<file path="config.mk">
export PLATFORM = sky130hd
export DESIGN_NAME = sfq_host
export DESIGN_NICKNAME = d
export VERILOG_FILES = /design/src/rtl/sfq_pkg.sv /design/src/rtl/sfq_shift.sv /design/src/rtl/sfq_host.sv
export SDC_FILE = /design/constraint.sdc
export NUM_CORES = 1
export LEC_CHECK = 0
export ABC_AREA = 1
export BUFFER_PORTS_ARGS = -buffer_cell sky130_fd_sc_hd__buf_4
export CORE_MARGIN = 8
export CORE_UTILIZATION = 50
export DETAILED_ROUTE_END_ITERATION = 8
export MAX_ROUTING_LAYER = met4
export PLACE_DENSITY_LB_ADDON = 0.2
export SETUP_SLACK_MARGIN = 0.1
export SLEW_MARGIN = 20
export SYNTH_ARGS = -nofsm -noshare
export SYNTH_HDL_FRONTEND = slang
export SYNTH_SLANG_ARGS = --single-unit
</file>
<file path="constraint.sdc">
create_clock -name clk -period 3.55 [get_ports clk]
set_input_delay 0.355 -clock clk [delete_from_list [all_inputs] [get_ports clk]]
set_output_delay 0.355 -clock clk [all_outputs]
set_load 0.05 [all_outputs]
</file>
<file path="src/rtl/sfq_pkg.sv">
package sfq_pkg;

  // ****************************************
  // timing
  // ****************************************
  localparam int CLK_NS = 4;
  localparam int SCLK_HALF_NS = 16;
  localparam int SCLK_HALF_CYC = (SCLK_HALF_NS + CLK_NS - 1) / CLK_NS;
  localparam int CS_SETUP_NS = 8;
  localparam int CS_SETUP_CYC = (CS_SETUP_NS + CLK_NS - 1) / CLK_NS;
  localparam int CS_HIGH_NS = 20;
  localparam int CS_HIGH_CYC = (CS_HIGH_NS + CLK_NS - 1) / CLK_NS;
  localparam int TMR_W = 4;
  localparam int DIV_W = 4;

  // ****************************************
  // flash opcodes
  // ****************************************
  localparam logic [7:0] OP_WRITE_ENABLE = 8'h06;
  localparam logic [7:0] OP_READ_STATUS = 8'h05;
  localparam logic [7:0] OP_SECTOR_WIPE = 8'h20;
  localparam logic [7:0] OP_SECTOR_WIPE_ALT = 8'h21;
  localparam logic [7:0] OP_SMALL_BLOCK_WIPE = 8'h52;
  localparam logic [7:0] OP_SMALL_BLOCK_WIPE_ALT = 8'h5C;
  localparam logic [7:0] OP_LARGE_BLOCK_WIPE = 8'hD8;
  localparam logic [7:0] OP_LARGE_BLOCK_WIPE_ALT = 8'hDC;
  localparam logic [7:0] OP_ARRAY_WIPE = 8'h60;
  localparam logic [7:0] OP_ARRAY_WIPE_ALT = 8'hC7;
  localparam logic [7:0] OP_QUAD_CMD_ON = 8'h38;
  localparam logic [7:0] OP_QUAD_CMD_OFF = 8'hFF;

  // flash status byte
  localparam int FST_WIP_BIT = 0;
  localparam int FST_WEL_BIT = 1;

  // frame geometry
  localparam logic [2:0] ADDR_BYTES_STD = 3'h3;
  localparam logic [2:0] ADDR_BYTES_WIDE = 3'h4;
  localparam logic [3:0] SERIAL_BEATS = 4'h8;
  localparam logic [3:0] QUAD_BEATS = 4'h2;

  // ****************************************
  // register map
  // ****************************************
  localparam int AVS_ADDR_W = 4;
  localparam logic [AVS_ADDR_W-1:0] REG_CTRL = 4'h0;
  localparam logic [AVS_ADDR_W-1:0] REG_ADDR = 4'h4;
  localparam logic [AVS_ADDR_W-1:0] REG_CFG = 4'h8;
  localparam logic [AVS_ADDR_W-1:0] REG_STAT = 4'hC;

  localparam int CTRL_ORDER_LSB = 0;
  localparam int CTRL_ALT_BIT = 3;
  localparam int CTRL_GO_BIT = 8;
  localparam int CFG_WIDE_BIT = 0;
  localparam int STAT_BUSY_BIT = 0;
  localparam int STAT_QUAD_BIT = 1;
  localparam int STAT_WIP_BIT = 2;
  localparam int STAT_DONE_BIT = 3;
  localparam int STAT_REFUSED_BIT = 4;
  localparam int STAT_BYTE_LSB = 8;

  typedef enum logic [2:0] {
    ORD_SECTOR = 3'h0,
    ORD_SMALL_BLOCK = 3'h1,
    ORD_LARGE_BLOCK = 3'h2,
    ORD_ARRAY = 3'h3,
    ORD_QUAD_ON = 3'h4,
    ORD_QUAD_OFF = 3'h5
  } sfq_order_t;

endpackage : sfq_pkg

</file>
<file path="src/rtl/sfq_shift.sv">
`timescale 1ns/10ps
module sfq_shift
(
  // clock and reset
  input wire logic clk,
  input wire logic rst_n,
  // byte request
  input wire logic start,
  input wire logic [7:0] tx_byte,
  input wire logic quad,
  input wire logic rx_mode,
  output logic done,
  output logic [7:0] rx_byte,
  // pins, input already synchronised
  input wire logic [3:0] io_in_s,
  output logic sclk,
  output logic [3:0] io_out,
  output logic [3:0] io_oe
);
  import sfq_pkg::*;

  logic [7:0] sh_r;
  logic [3:0] cnt_r;
  logic [DIV_W-1:0] div_r;
  logic busy_r;
  logic sclk_r;
  logic done_r;
  logic rx_mode_r;
  logic quad_r;
  logic [7:0] rx_r;

  // ****************************************
  // beat engine, mode 0: data set while sclk low
  // ****************************************
  always_ff @(posedge clk or negedge rst_n)
  begin
    if (!rst_n)
    begin
      sh_r <= 8'h00;
      cnt_r <= 4'h0;
      div_r <= '0;
      busy_r <= 1'b0;
      sclk_r <= 1'b0;
      done_r <= 1'b0;
      rx_mode_r <= 1'b0;
      quad_r <= 1'b0;
      rx_r <= 8'h00;
    end
    else
    begin
      done_r <= 1'b0;
      if (start)
      begin
        sh_r <= tx_byte;
        cnt_r <= quad ? QUAD_BEATS : SERIAL_BEATS;
        div_r <= DIV_W'(SCLK_HALF_CYC - 1);
        busy_r <= 1'b1;
        sclk_r <= 1'b0;
        rx_mode_r <= rx_mode;
        quad_r <= quad;
      end
      else if (busy_r)
      begin
        if (div_r == '0)
        begin
          div_r <= DIV_W'(SCLK_HALF_CYC - 1);
          if (!sclk_r)
          begin
            sclk_r <= 1'b1;
            // sampled late in the low phase so the sync delay is covered
            rx_r <= quad_r ? {rx_r[3:0], io_in_s} : {rx_r[6:0], io_in_s[1]};
          end
          else
          begin
            sclk_r <= 1'b0;
            sh_r <= quad_r ? {sh_r[3:0], 4'h0} : {sh_r[6:0], 1'b0};
            cnt_r <= cnt_r - 4'h1;
            if (cnt_r == 4'h1)
            begin
              busy_r <= 1'b0;
              done_r <= 1'b1;
            end
          end
        end
        else
          div_r <= div_r - DIV_W'(1);
      end
    end
  end

  assign done = done_r;
  assign rx_byte = rx_r;
  assign sclk = sclk_r;
  // serial mode keeps the protect and hold lines high
  assign io_out = quad ? sh_r[7:4] : {2'b11, 1'b0, sh_r[7]};
  assign io_oe = quad ? ((busy_r && !rx_mode_r) ? 4'hF : 4'h0) : {2'b11, 1'b0, !(busy_r && rx_mode_r)};

endmodule : sfq_shift

</file>
<file path="src/rtl/sfq_host.sv">
`timescale 1ns/10ps
// Summary of operation
// - sector wipe is sent with opcode 20H or the alternative 21H.
// - a write enable frame always precedes every wipe frame.
// - chip select stays low for opcode and three or four address bytes.
// - chip select rises right after the last address bit, else command cancelled.
// - the host polls the status byte until write in progress clears.
// - small block wipe is sent with opcode 52H or 5CH.
// - large block wipe is sent with opcode D8H or DCH.
// - array wipe is opcode only, 60H or C7H, then chip select rises.
// - opcode 38H in serial mode enters four line command mode.
// - opcode FFH leaves four line command mode back to serial.
module sfq_host
(
  // clock and reset
  input wire logic clk,
  input wire logic rst_n,
  // avalon-mm slave
  input wire logic [sfq_pkg::AVS_ADDR_W-1:0] avs_address,
  input wire logic avs_read,
  input wire logic avs_write,
  input wire logic [31:0] avs_writedata,
  input wire logic [3:0] avs_byteenable,
  output logic [31:0] avs_readdata,
  output logic avs_waitrequest,
  // flash pins
  output logic flash_cs_n,
  output logic flash_sclk,
  input wire logic [3:0] flash_io_in,
  output logic [3:0] flash_io_out,
  output logic [3:0] flash_io_oe
);
  import sfq_pkg::*;

  typedef enum logic [2:0] {ST_IDLE, ST_SETUP, ST_SEND, ST_WAIT, ST_HOLD} sfq_state_t;
  typedef enum logic [1:0] {FR_WRITE_ENABLE_CMD, FR_WIPE, FR_POLL, FR_MODE} sfq_frame_t;

  sfq_state_t state_r;
  sfq_frame_t frame_r;
  sfq_order_t order_r;
  logic alt_r;
  logic [31:0] addr_r;
  logic wide_r;
  logic [31:0] cmd_addr_r;
  logic cmd_wide_r;
  logic [2:0] idx_r;
  logic [TMR_W-1:0] tmr_r;
  logic cs_n_r;
  logic quad_mode_r;
  logic [7:0] fstat_r;
  logic done_flag_r;
  logic refused_r;
  logic ack_r;
  logic [31:0] rdata_r;
  logic [3:0] io_s1_r;
  logic [3:0] io_s2_r;
  logic sh_done;
  logic [7:0] sh_rx;
  logic bus_req;
  logic wr_acc;
  logic go_req;
  logic go_take;
  logic go_bad;
  logic last_byte;
  logic frame_end;
  logic op_finish;
  logic [2:0] frame_len;
  logic [7:0] tx_byte;
  logic rx_phase;
  logic is_wipe;
  logic [2:0] ord_code;

  // ****************************************
  // pin synchroniser
  // ****************************************
  always_ff @(posedge clk or negedge rst_n)
  begin
    if (!rst_n)
    begin
      io_s1_r <= 4'h0;
      io_s2_r <= 4'h0;
    end
    else
    begin
      io_s1_r <= flash_io_in;
      io_s2_r <= io_s1_r;
    end
  end

  // ****************************************
  // avalon slave, one wait cycle per access
  // ****************************************
  assign bus_req = avs_read || avs_write;
  assign avs_waitrequest = bus_req && !ack_r;
  assign wr_acc = avs_write && ack_r;
  assign go_req = wr_acc && avs_address == REG_CTRL && avs_byteenable[1] && avs_writedata[CTRL_GO_BIT];
  // an order written in the same access as go must be judged by the new code, not the stored one
  assign ord_code = (wr_acc && avs_address == REG_CTRL && avs_byteenable[0]) ?
                    avs_writedata[CTRL_ORDER_LSB +: 3] : order_r;
  assign is_wipe = ord_code inside {ORD_SECTOR, ORD_SMALL_BLOCK, ORD_LARGE_BLOCK, ORD_ARRAY};
  // entering four line mode from four line mode is meaningless, and busy blocks new orders
  assign go_bad = state_r != ST_IDLE || (ord_code == ORD_QUAD_ON && quad_mode_r) || ord_code > ORD_QUAD_OFF;
  assign go_take = go_req && !go_bad;

  always_ff @(posedge clk or negedge rst_n)
  begin
    if (!rst_n)
      ack_r <= 1'b0;
    else
      ack_r <= bus_req && !ack_r;
  end

  always_ff @(posedge clk or negedge rst_n)
  begin
    if (!rst_n)
    begin
      order_r <= ORD_SECTOR;
      alt_r <= 1'b0;
      addr_r <= 32'h0000_0000;
      wide_r <= 1'b0;
    end
    else if (wr_acc)
    begin
      unique case (avs_address)
        REG_CTRL:
        begin
          if (avs_byteenable[0] && state_r == ST_IDLE)
          begin
            order_r <= sfq_order_t'(avs_writedata[CTRL_ORDER_LSB +: 3]);
            alt_r <= avs_writedata[CTRL_ALT_BIT];
          end
        end
        REG_ADDR:
        begin
          for (int b = 0; b < 4; b++)
          begin
            if (avs_byteenable[b])
              addr_r[8*b +: 8] <= avs_writedata[8*b +: 8];
          end
        end
        REG_CFG:
        begin
          if (avs_byteenable[0])
            wide_r <= avs_writedata[CFG_WIDE_BIT];
        end
        default:
        begin
        end
      endcase
    end
  end

  always_ff @(posedge clk or negedge rst_n)
  begin
    if (!rst_n)
      rdata_r <= 32'h0000_0000;
    else if (avs_read && !ack_r)
    begin
      rdata_r <= 32'h0000_0000;
      unique case (avs_address)
        REG_CTRL:
        begin
          rdata_r[CTRL_ORDER_LSB +: 3] <= order_r;
          rdata_r[CTRL_ALT_BIT] <= alt_r;
        end
        REG_ADDR:
          rdata_r <= addr_r;
        REG_CFG:
          rdata_r[CFG_WIDE_BIT] <= wide_r;
        REG_STAT:
        begin
          rdata_r[STAT_BUSY_BIT] <= state_r != ST_IDLE;
          rdata_r[STAT_QUAD_BIT] <= quad_mode_r;
          rdata_r[STAT_WIP_BIT] <= fstat_r[FST_WIP_BIT];
          rdata_r[STAT_DONE_BIT] <= done_flag_r;
          rdata_r[STAT_REFUSED_BIT] <= refused_r;
          rdata_r[STAT_BYTE_LSB +: 8] <= fstat_r;
        end
        default:
        begin
        end
      endcase
    end
  end
  assign avs_readdata = rdata_r;

  // sticky flags, write one to clear, a new event wins over the clear
  always_ff @(posedge clk or negedge rst_n)
  begin
    if (!rst_n)
    begin
      done_flag_r <= 1'b0;
      refused_r <= 1'b0;
    end
    else
    begin
      if (op_finish)
        done_flag_r <= 1'b1;
      else if (wr_acc && avs_address == REG_STAT && avs_byteenable[0] && avs_writedata[STAT_DONE_BIT])
        done_flag_r <= 1'b0;
      if (go_req && go_bad)
        refused_r <= 1'b1;
      else if (wr_acc && avs_address == REG_STAT && avs_byteenable[0] && avs_writedata[STAT_REFUSED_BIT])
        refused_r <= 1'b0;
    end
  end

  // ****************************************
  // frame contents
  // ****************************************
  always_comb
  begin
    unique case (frame_r)
      FR_WIPE:
        if (order_r == ORD_ARRAY)
          frame_len = 3'h1;
        else
          frame_len = 3'h1 + (cmd_wide_r ? ADDR_BYTES_WIDE : ADDR_BYTES_STD);
      FR_POLL:
        frame_len = 3'h2;
      default:
        frame_len = 3'h1;
    endcase
  end

  always_comb
  begin
    tx_byte = 8'h00;
    unique case (frame_r)
      FR_WRITE_ENABLE_CMD:
        tx_byte = OP_WRITE_ENABLE;
      FR_POLL:
        tx_byte = OP_READ_STATUS;
      FR_MODE:
        tx_byte = (order_r == ORD_QUAD_ON) ? OP_QUAD_CMD_ON : OP_QUAD_CMD_OFF;
      FR_WIPE:
      begin
        if (idx_r == 3'h0)
        begin
          unique case (order_r)
            ORD_SECTOR:
              tx_byte = alt_r ? OP_SECTOR_WIPE_ALT : OP_SECTOR_WIPE;
            ORD_SMALL_BLOCK:
              tx_byte = alt_r ? OP_SMALL_BLOCK_WIPE_ALT : OP_SMALL_BLOCK_WIPE;
            ORD_LARGE_BLOCK:
              tx_byte = alt_r ? OP_LARGE_BLOCK_WIPE_ALT : OP_LARGE_BLOCK_WIPE;
            ORD_ARRAY:
              tx_byte = alt_r ? OP_ARRAY_WIPE_ALT : OP_ARRAY_WIPE;
            default:
              tx_byte = 8'h00;
          endcase
        end
        // address passed unmasked, most significant byte first
        else
          tx_byte = cmd_addr_r[8*(frame_len - idx_r - 3'h1) +: 8];
      end
      default:
        tx_byte = 8'h00;
    endcase
  end

  assign rx_phase = frame_r == FR_POLL && idx_r == 3'h1;
  assign last_byte = idx_r == frame_len - 3'h1;
  assign frame_end = state_r == ST_WAIT && sh_done && last_byte;
  // keep polling while write in progress reads one
  assign op_finish = state_r == ST_HOLD && tmr_r == '0 &&
                     (frame_r == FR_MODE || (frame_r == FR_POLL && !fstat_r[FST_WIP_BIT]));

  // ****************************************
  // frame sequencer
  // ****************************************
  always_ff @(posedge clk or negedge rst_n)
  begin
    if (!rst_n)
    begin
      state_r <= ST_IDLE;
      frame_r <= FR_WRITE_ENABLE_CMD;
      idx_r <= 3'h0;
      tmr_r <= '0;
      cs_n_r <= 1'b1;
      cmd_addr_r <= 32'h0000_0000;
      cmd_wide_r <= 1'b0;
    end
    else
    begin
      unique case (state_r)
        ST_IDLE:
        begin
          if (go_take)
          begin
            frame_r <= is_wipe ? FR_WRITE_ENABLE_CMD : FR_MODE;
            cmd_addr_r <= addr_r;
            cmd_wide_r <= wide_r;
            idx_r <= 3'h0;
            cs_n_r <= 1'b0;
            tmr_r <= TMR_W'(CS_SETUP_CYC - 1);
            state_r <= ST_SETUP;
          end
        end
        ST_SETUP:
        begin
          if (tmr_r == '0)
            state_r <= ST_SEND;
          else
            tmr_r <= tmr_r - TMR_W'(1);
        end
        ST_SEND:
          state_r <= ST_WAIT;
        ST_WAIT:
        begin
          if (sh_done)
          begin
            // select held through the frame, raised right after its last bit
            if (last_byte)
            begin
              cs_n_r <= 1'b1;
              tmr_r <= TMR_W'(CS_HIGH_CYC - 1);
              state_r <= ST_HOLD;
            end
            else
            begin
              idx_r <= idx_r + 3'h1;
              state_r <= ST_SEND;
            end
          end
        end
        ST_HOLD:
        begin
          if (tmr_r != '0)
            tmr_r <= tmr_r - TMR_W'(1);
          else if (op_finish)
            state_r <= ST_IDLE;
          else
          begin
            // wipe runs from the rising select; poll next
            frame_r <= (frame_r == FR_WRITE_ENABLE_CMD) ? FR_WIPE : FR_POLL;
            idx_r <= 3'h0;
            cs_n_r <= 1'b0;
            tmr_r <= TMR_W'(CS_SETUP_CYC - 1);
            state_r <= ST_SETUP;
          end
        end
      endcase
    end
  end

  // ****************************************
  // mode and status tracking
  // ****************************************
  always_ff @(posedge clk or negedge rst_n)
  begin
    if (!rst_n)
      quad_mode_r <= 1'b0;
    // mode follows the completed switch frame
    else if (frame_end && frame_r == FR_MODE)
      quad_mode_r <= order_r == ORD_QUAD_ON;
  end

  always_ff @(posedge clk or negedge rst_n)
  begin
    if (!rst_n)
      fstat_r <= 8'h00;
    else if (frame_end && frame_r == FR_POLL)
      fstat_r <= sh_rx;
  end

  sfq_shift u_shift
  (
    .clk(clk),
    .rst_n(rst_n),
    .start(state_r == ST_SEND),
    .tx_byte(tx_byte),
    .quad(quad_mode_r),
    .rx_mode(rx_phase),
    .done(sh_done),
    .rx_byte(sh_rx),
    .io_in_s(io_s2_r),
    .sclk(flash_sclk),
    .io_out(flash_io_out),
    .io_oe(flash_io_oe)
  );

  assign flash_cs_n = cs_n_r;

endmodule : sfq_host

</file>
==> flow_summary.json, run 1 <==
{
  "syn2layout_area_growth_pct": 18.3,
  "synthFlopType": "dfrtp_1",
  "setup_viol": 0,
  "period_share_pct": 86.8,
  "min_path_type": "in2async",
  "vias_per_cell": 5.09,
  "grt_pass1_wl_mm": 32.0,
  "p_total_mw": 4.33,
  "rsz0062_at_grt": "false",
  "p_leak_nw": 4.74,
  "yosysTopAreaCell": "dfrtp_1",
  "hold_buffers": 0,
  "drtIter0Drc": 437,
  "peakVddDrop_mv": 0.325,
  "synth_edf_count": 0,
  "cp.arrival_ns": 3.39,
  "cts_buffer_depth": 2,
  "root_buffer": "clkbuf_16",
  "grt_pass1_vias": 6355,
  "synth_fa_ha_area_share_pct": 2.29,
  "finalSetupTns_ns": 0,
  "io-pin-count": 91,
  "synth.mux.area_fraction_pct": 2.26,
  "clkLatencyLatePin_ns": 0.42,
  "crit_fanout": 9,
  "wl_per_cell_um": 15.0,
  "synth_top_area_share_pct": 51.2,
  "synth_xor_area_share_pct": 0.769,
  "fin_skew_ns": 0.00759,
  "grt_overflow": 0,
  "drive_gt1_share_pct": 15.7,
  "synth.distinct_cells": 40,
  "cts_buffers": 17,
  "synth_fp_nets": 1035,
  "powerDensity_nw_per_um2": 460,
  "tightest_slew_ns": 0.920,
  "via_count": 6507,
  "hold_slack_ns": -0.0175,
  "antenna_found_initial": 0,
  "synth_warnings": 0,
  "synth_compound_area_share_pct": 12.8,
  "die_area_um2": 20200,
  "cts_tree": "built",
  "die_w_um": 142,
  "async_flop_share_pct": 100,
  "firstDrtPassIters": 5,
  "drc": 0,
  "portBuffers": 90,
  "period_needed_ns": 3.08,
  "routed_wl_mm": 19.2,
  "ys_seq_area_share_pct": 51.5,
  "fp.dieH_um": 142,
  "core_um2": 15700,
  "syn_area_um2": 7970,
  "diodes": 0,
  "critPathCaptureType": "flop",
  "dp_hpwl_mm": 13.9,
  "fp-row-count": 46,
  "synth_top_family_by_area": "simple AND/OR/NAND/NOR gates",
  "gp_congestion": 0.908,
  "avgSynthCellArea_um2": 8.19,
  "cp-start-kind": "flop",
  "worst-r2r-setup-slack_ns": 0.47,
  "fillerInstances": 1416,
  "yosys-top-cells-area": "dfrtp_1, nand2_1, inv_1, nor2_1, o21ai_0",
  "grt_use_total_pct": 20.6,
  "hold_viol_final": 3,
  "start_util_pct": 50.7,
  "nNetsFinal": 1113,
  "report.final.slew_viol_count": 0,
  "cts.sinks": 164,
  "synthSimpleGateAreaFrac_pct": 22.4,
  "htreeDepth": 4,
  "violations": "hold timing",
  "slew_headroom_pct": 38.4,
  "syn_inst": 973,
  "grt_max_degree": 83,
  "drv_cap": 0,
  "fmax_ghz": 0.324,
  "worst-setup-path-type": "reg2reg",
  "clk_pin_slew_worst_paths_ns": 0.06,
  "outcome": "complete, but fails checks",
  "worstPathRequired_ns": 3.85,
  "ys_seq_elements": 164,
  "drtAntennaViolNets": 0
}
[per-stage QoR]
step	area, µm²	utilization (%)	instances	setup WS [ns]
CTS	9420	59.9	1278	0.290
floorplan	7970	-	973	0.397
finish	9430	60.0	1278	0.468
global placement	8800	56.0	1248	0.425
global route	9430	60.0	1278	0.128
detailed placement	8800	56.0	1248	0.328
[final cells by class]
type	count	area [µm²]	share of cell area [%]
Clock inverter	8	150	1.59
Clock buffer	22	464	4.92
Inverter	114	432	4.58
Sequential cell	164	4110	43.6
Tap cell	216	270	2.87
Multi-Input combinational cell	655	3230	34.3
Timing Repair Buffer	99	772	8.19
[report_power, final]
part	switching (mW)	internal, mW	total [mW]
combinational	0.253	0.131	0.384
clock	0.714	1.21	1.92
sequential	0.0613	1.96	2.02
[critical path, stage by stage (launching register included)]
cell and delay (ns):
dfrtp_2 0.46, nor2_1 0.26, clkinv_1 0.14, o21ai_1 0.14, ha_1 0.21, fa_1 0.44, ha_2 0.46, clkinvlp_4 0.20
a21oi_1 0.15, o21ai_0 0.09, nand2_1 0.07, o21ai_0 0.09, nand2_1 0.08, nand2_1 0.05, nand2_1 0.07, nand2_1 0.05
[kinds of logic after synthesis]
logic type	count (synthesis)
multiplexers	16
adder cells (fa/ha/maj)	14
buffers and inverters	154
AND/OR/NAND/NOR	434
XOR/XNOR	7
flip-flops	164
AO/OA/AOI/OAI	184
[sequential cells by signal, summed over array words and instances (netlist names), 8 cells and up]
| signal | count |
|---|---|
| addr_r | 32 |
| u_shift.rx_byte | 8 |
| fstat_r | 8 |
| avs_readdata | 32 |
| cmd_addr_r | 32 |
| u_shift.sh_r | 8 |
[cell usage in the layout, fill, tap and decap left out, drive strengths merged, types with 2 or more instances in the layout]
master	instances
mux2	16
o21a	6
inv	110
o21ai	88
nand4	14
nor2	90
o22ai	3
clkinv	6
o31ai	14
or2	3
a21oi	48
buf	99
clkbuf	22
clkinvlp	2
nand2	281
nor3	11
xnor2	4
bufinv	4
dfrtp	163
nand3	33
xor2	3
ha	13
a31oi	20
[final timing paths]
kind                                            to  cells after the start            from
worst min-delay path              avs_readdata[27]                      1           rst_n
max in group asynchronous       u_shift.rx_byte[6]                      2           rst_n
worst max register to register     u_shift.sh_r[4]                     15      frame_r[0]
worst min register to register          io_s2_r[2]                      0      io_s1_r[2]
min in group clk                        io_s1_r[1]                      1  flash_io_in[1]
worst max-delay path               u_shift.sh_r[4]                     15      frame_r[0]
[cell usage after synthesis (6+ instances only)]
library cell / instances
o21ai_1: 27
dfrtp_1: 163
inv_1: 105
o21ai_0: 60
a21oi_1: 48
ha_1: 13
nand2_1: 279
o21a_1: 6
mux2_2: 16
nor2_1: 85
nand3_1: 33
nand4_1: 14
o31ai_1: 14
a31oi_1: 20
clkbuf_1: 22
nor3_1: 8
buf_2: 11
[routing by layer]
metal,share of wire [%],track usage [%],routed length (µm)
met1,45,25.6,8650
met2,49,33.4,9370
met3,4.7,4.46,904
met4,1.5,5.71,291
met5,0,-,0
[what timing repair did]
action / CTS / global route
setup endpoints to repair: 0 / 8
gates resized for setup: 0 / 5
buffers inserted: 0 / 0
(Power assumes the default switching activity.)
==> run 2: changes to the inputs <==
CORE_UTILIZATION = 59   (was 50)
==> flow_summary.json, run 2 (synthesis results as in run 1) <==
{
  "routed_wl_mm": 19.7,
  "vias_per_cell": 5.42,
  "cts_buffers": 17,
  "critPathCaptureType": "flop",
  "min_from": "flash_io_in[3]",
  "critical-path-top-delay-family": "adder cells",
  "fin_skew_ns": 0.00753,
  "cts_setup_buffers": 0,
  "slowest_delay_ns": 0.48,
  "drc": 0,
  "period_share_pct": 88.2,
  "grt_max_degree": 102,
  "diodes": 0,
  "htreeDepth": 4,
  "nNetsFinal": 1115,
  "wl_per_cell_um": 15.9,
  "dp.cells": 1209,
  "fp-row-count": 42,
  "grt_pass1_wl_mm": 33.0,
  "outcome": "complete, no violations",
  "r2r_start": "frame_r[1]",
  "die_w_um": 132,
  "finalSetupTns_ns": 0,
  "timing.rr.end": "u_shift.sh_r[5]",
  "tightest_slew_ns": 1.11,
  "r2r_cells": 14,
  "cts_buffer_depth": 2,
  "slowest_stage": "dfrtp_1",
  "crit_buf_inv": 3,
  "clkLatencyLatePin_ns": 0.44,
  "p_leak_nw": 4.73,
  "antenna_found_initial": 0,
  "dp_hpwl_mm": 14.1,
  "crit_fanout": 9,
  "root_buffer": "clkbuf_16",
  "critical_path.cell_chain": "inv_2 > nor2_1 > clkinv_1 > o21ai_1 > ha_1 > fa_1 > ha_2 > clkinvlp_4 > o21ai_0 > a21oi_1 > nand3b_1 > o21ai_0 > nand2_1 > a21oi_1",
  "clk_pin_slew_worst_paths_ns": 0.07,
  "grt_pass1_vias": 6657,
  "p_total_mw": 4.20,
  "setup_viol": 0,
  "min_path_type": "in2reg",
  "grt_use_total_pct": 24.1,
  "report.final.slew_viol_count": 0,
  "worst-setup-path-type": "reg2reg",
  "fp.dieH_um": 132,
  "drtAntennaViolNets": 0,
  "worstHoldEndpoint": "io_s1_r[3]",
  "start_util_pct": 60.2,
  "cp.arrival_ns": 3.50,
  "die_area_um2": 17500,
  "firstDrtPassIters": 5,
  "drv_cap": 0,
  "hold_viol_final": 0,
  "hold_slack_ns": 0.0162,
  "period_needed_ns": 3.13,
  "peakVddDrop_mv": 0.353,
  "io-pin-count": 91,
  "syn2layout_area_growth_pct": 17.3,
  "hold_depth": 1,
  "post-route-util_pct": 70.5,
  "core_um2": 13200,
  "cts_tree": "built",
  "fin_cells": 1242,
  "fmax_ghz": 0.320,
  "portBuffers": 90,
  "rsz0062_at_grt": "false",
  "final_cell_mix": "nand2_1, dfrtp_1, inv_1",
  "worst-r2r-setup-slack_ns": 0.42,
  "final_common_cell": "nand2_1",
  "worstPathRequired_ns": 3.92,
  "cp-start-kind": "flop",
  "via_count": 6729,
  "slew_headroom_pct": 25.9,
  "powerDensity_nw_per_um2": 449,
  "grt_overflow": 0,
  "gp_congestion": 0.985,
  "drtIter0Drc": 565,
  "cts.sinks": 164,
  "drive_gt1_share_pct": 16.0
}
[run 2: changes by cell type in the layout (fill, tap and decap cells not counted), sizes merged]
| cell | previous run | this run |
|---|---|---|
| inv | 110 | 114 |
| clkinvlp | 2 | 4 |
| bufinv | 4 | 1 |
| dlygate4sd3 | 0 | 1 |
| buf | 99 | 100 |
| clkbuf | 22 | 17 |
| clkinv | 6 | 10 |
[run 2: worst max-delay path by stage]
stage / startpoint / endpoint / slack (ns) / cells past startpoint
after floorplan: frame_r[0] / u_shift.sh_r[5] / 0.40 / 15
after global placement: frame_r[1] / u_shift.sh_r[2] / 0.44 / 17
after detailed placement: frame_r[1] / u_shift.sh_r[5] / 0.33 / 15
after CTS: frame_r[1] / u_shift.sh_r[5] / 0.29 / 15
after global routing: frame_r[1] / u_shift.sh_r[5] / 0.11 / 14
final: frame_r[1] / u_shift.sh_r[5] / 0.42 / 14
[run 2: final cells by class]
| cell class | count | area, µm² |
|---|---|---|
| clock buffer | 17 | 425 |
| clock inverter | 15 | 151 |
| fill | 1110 | 3900 |
| inverter | 114 | 432 |
| multi-input combinational | 655 | 3230 |
| sequential | 164 | 4110 |
| tap | 176 | 220 |
| timing repair buffer | 101 | 777 |
[run 2: report_power, final]
group / total (mW) / switching (mW) / internal (mW) / leakage (nW)
Sequential: 2.02 / 0.0591 / 1.96 / 1.98
Combinational: 0.384 / 0.252 / 0.132 / 2.47
Clock: 1.79 / 0.808 / 0.982 / 0.275
Total: 4.20 / 1.12 / 3.08 / 4.73
[run 2: layer usage]
metal	up-vias	part of all wire, %	global-route usage, %
li1	3297	-	-
met3	40	6.5	5.56
met1	3161	44	29.7
met4	0	2.8	9.91
met2	231	47	37.7
met5	-	0	-
[run 2: repair_timing]
action / 4_1_cts / 5_1_grt
setup endpoints to repair: 0 / 8
hold buffers: 1 / 0
hold endpoints to repair: 62 / 0
resized for setup: 0 / 4
[run 2: through the flow]
step           cell area, µm²  setup slack [ns]
2_1_floorplan            7970             0.397
3_3_place_gp             8750             0.441
3_5_place_dp             8750             0.329
4_1_cts                  9340             0.291
5_1_grt                  9340             0.113
6_report                 9340             0.420
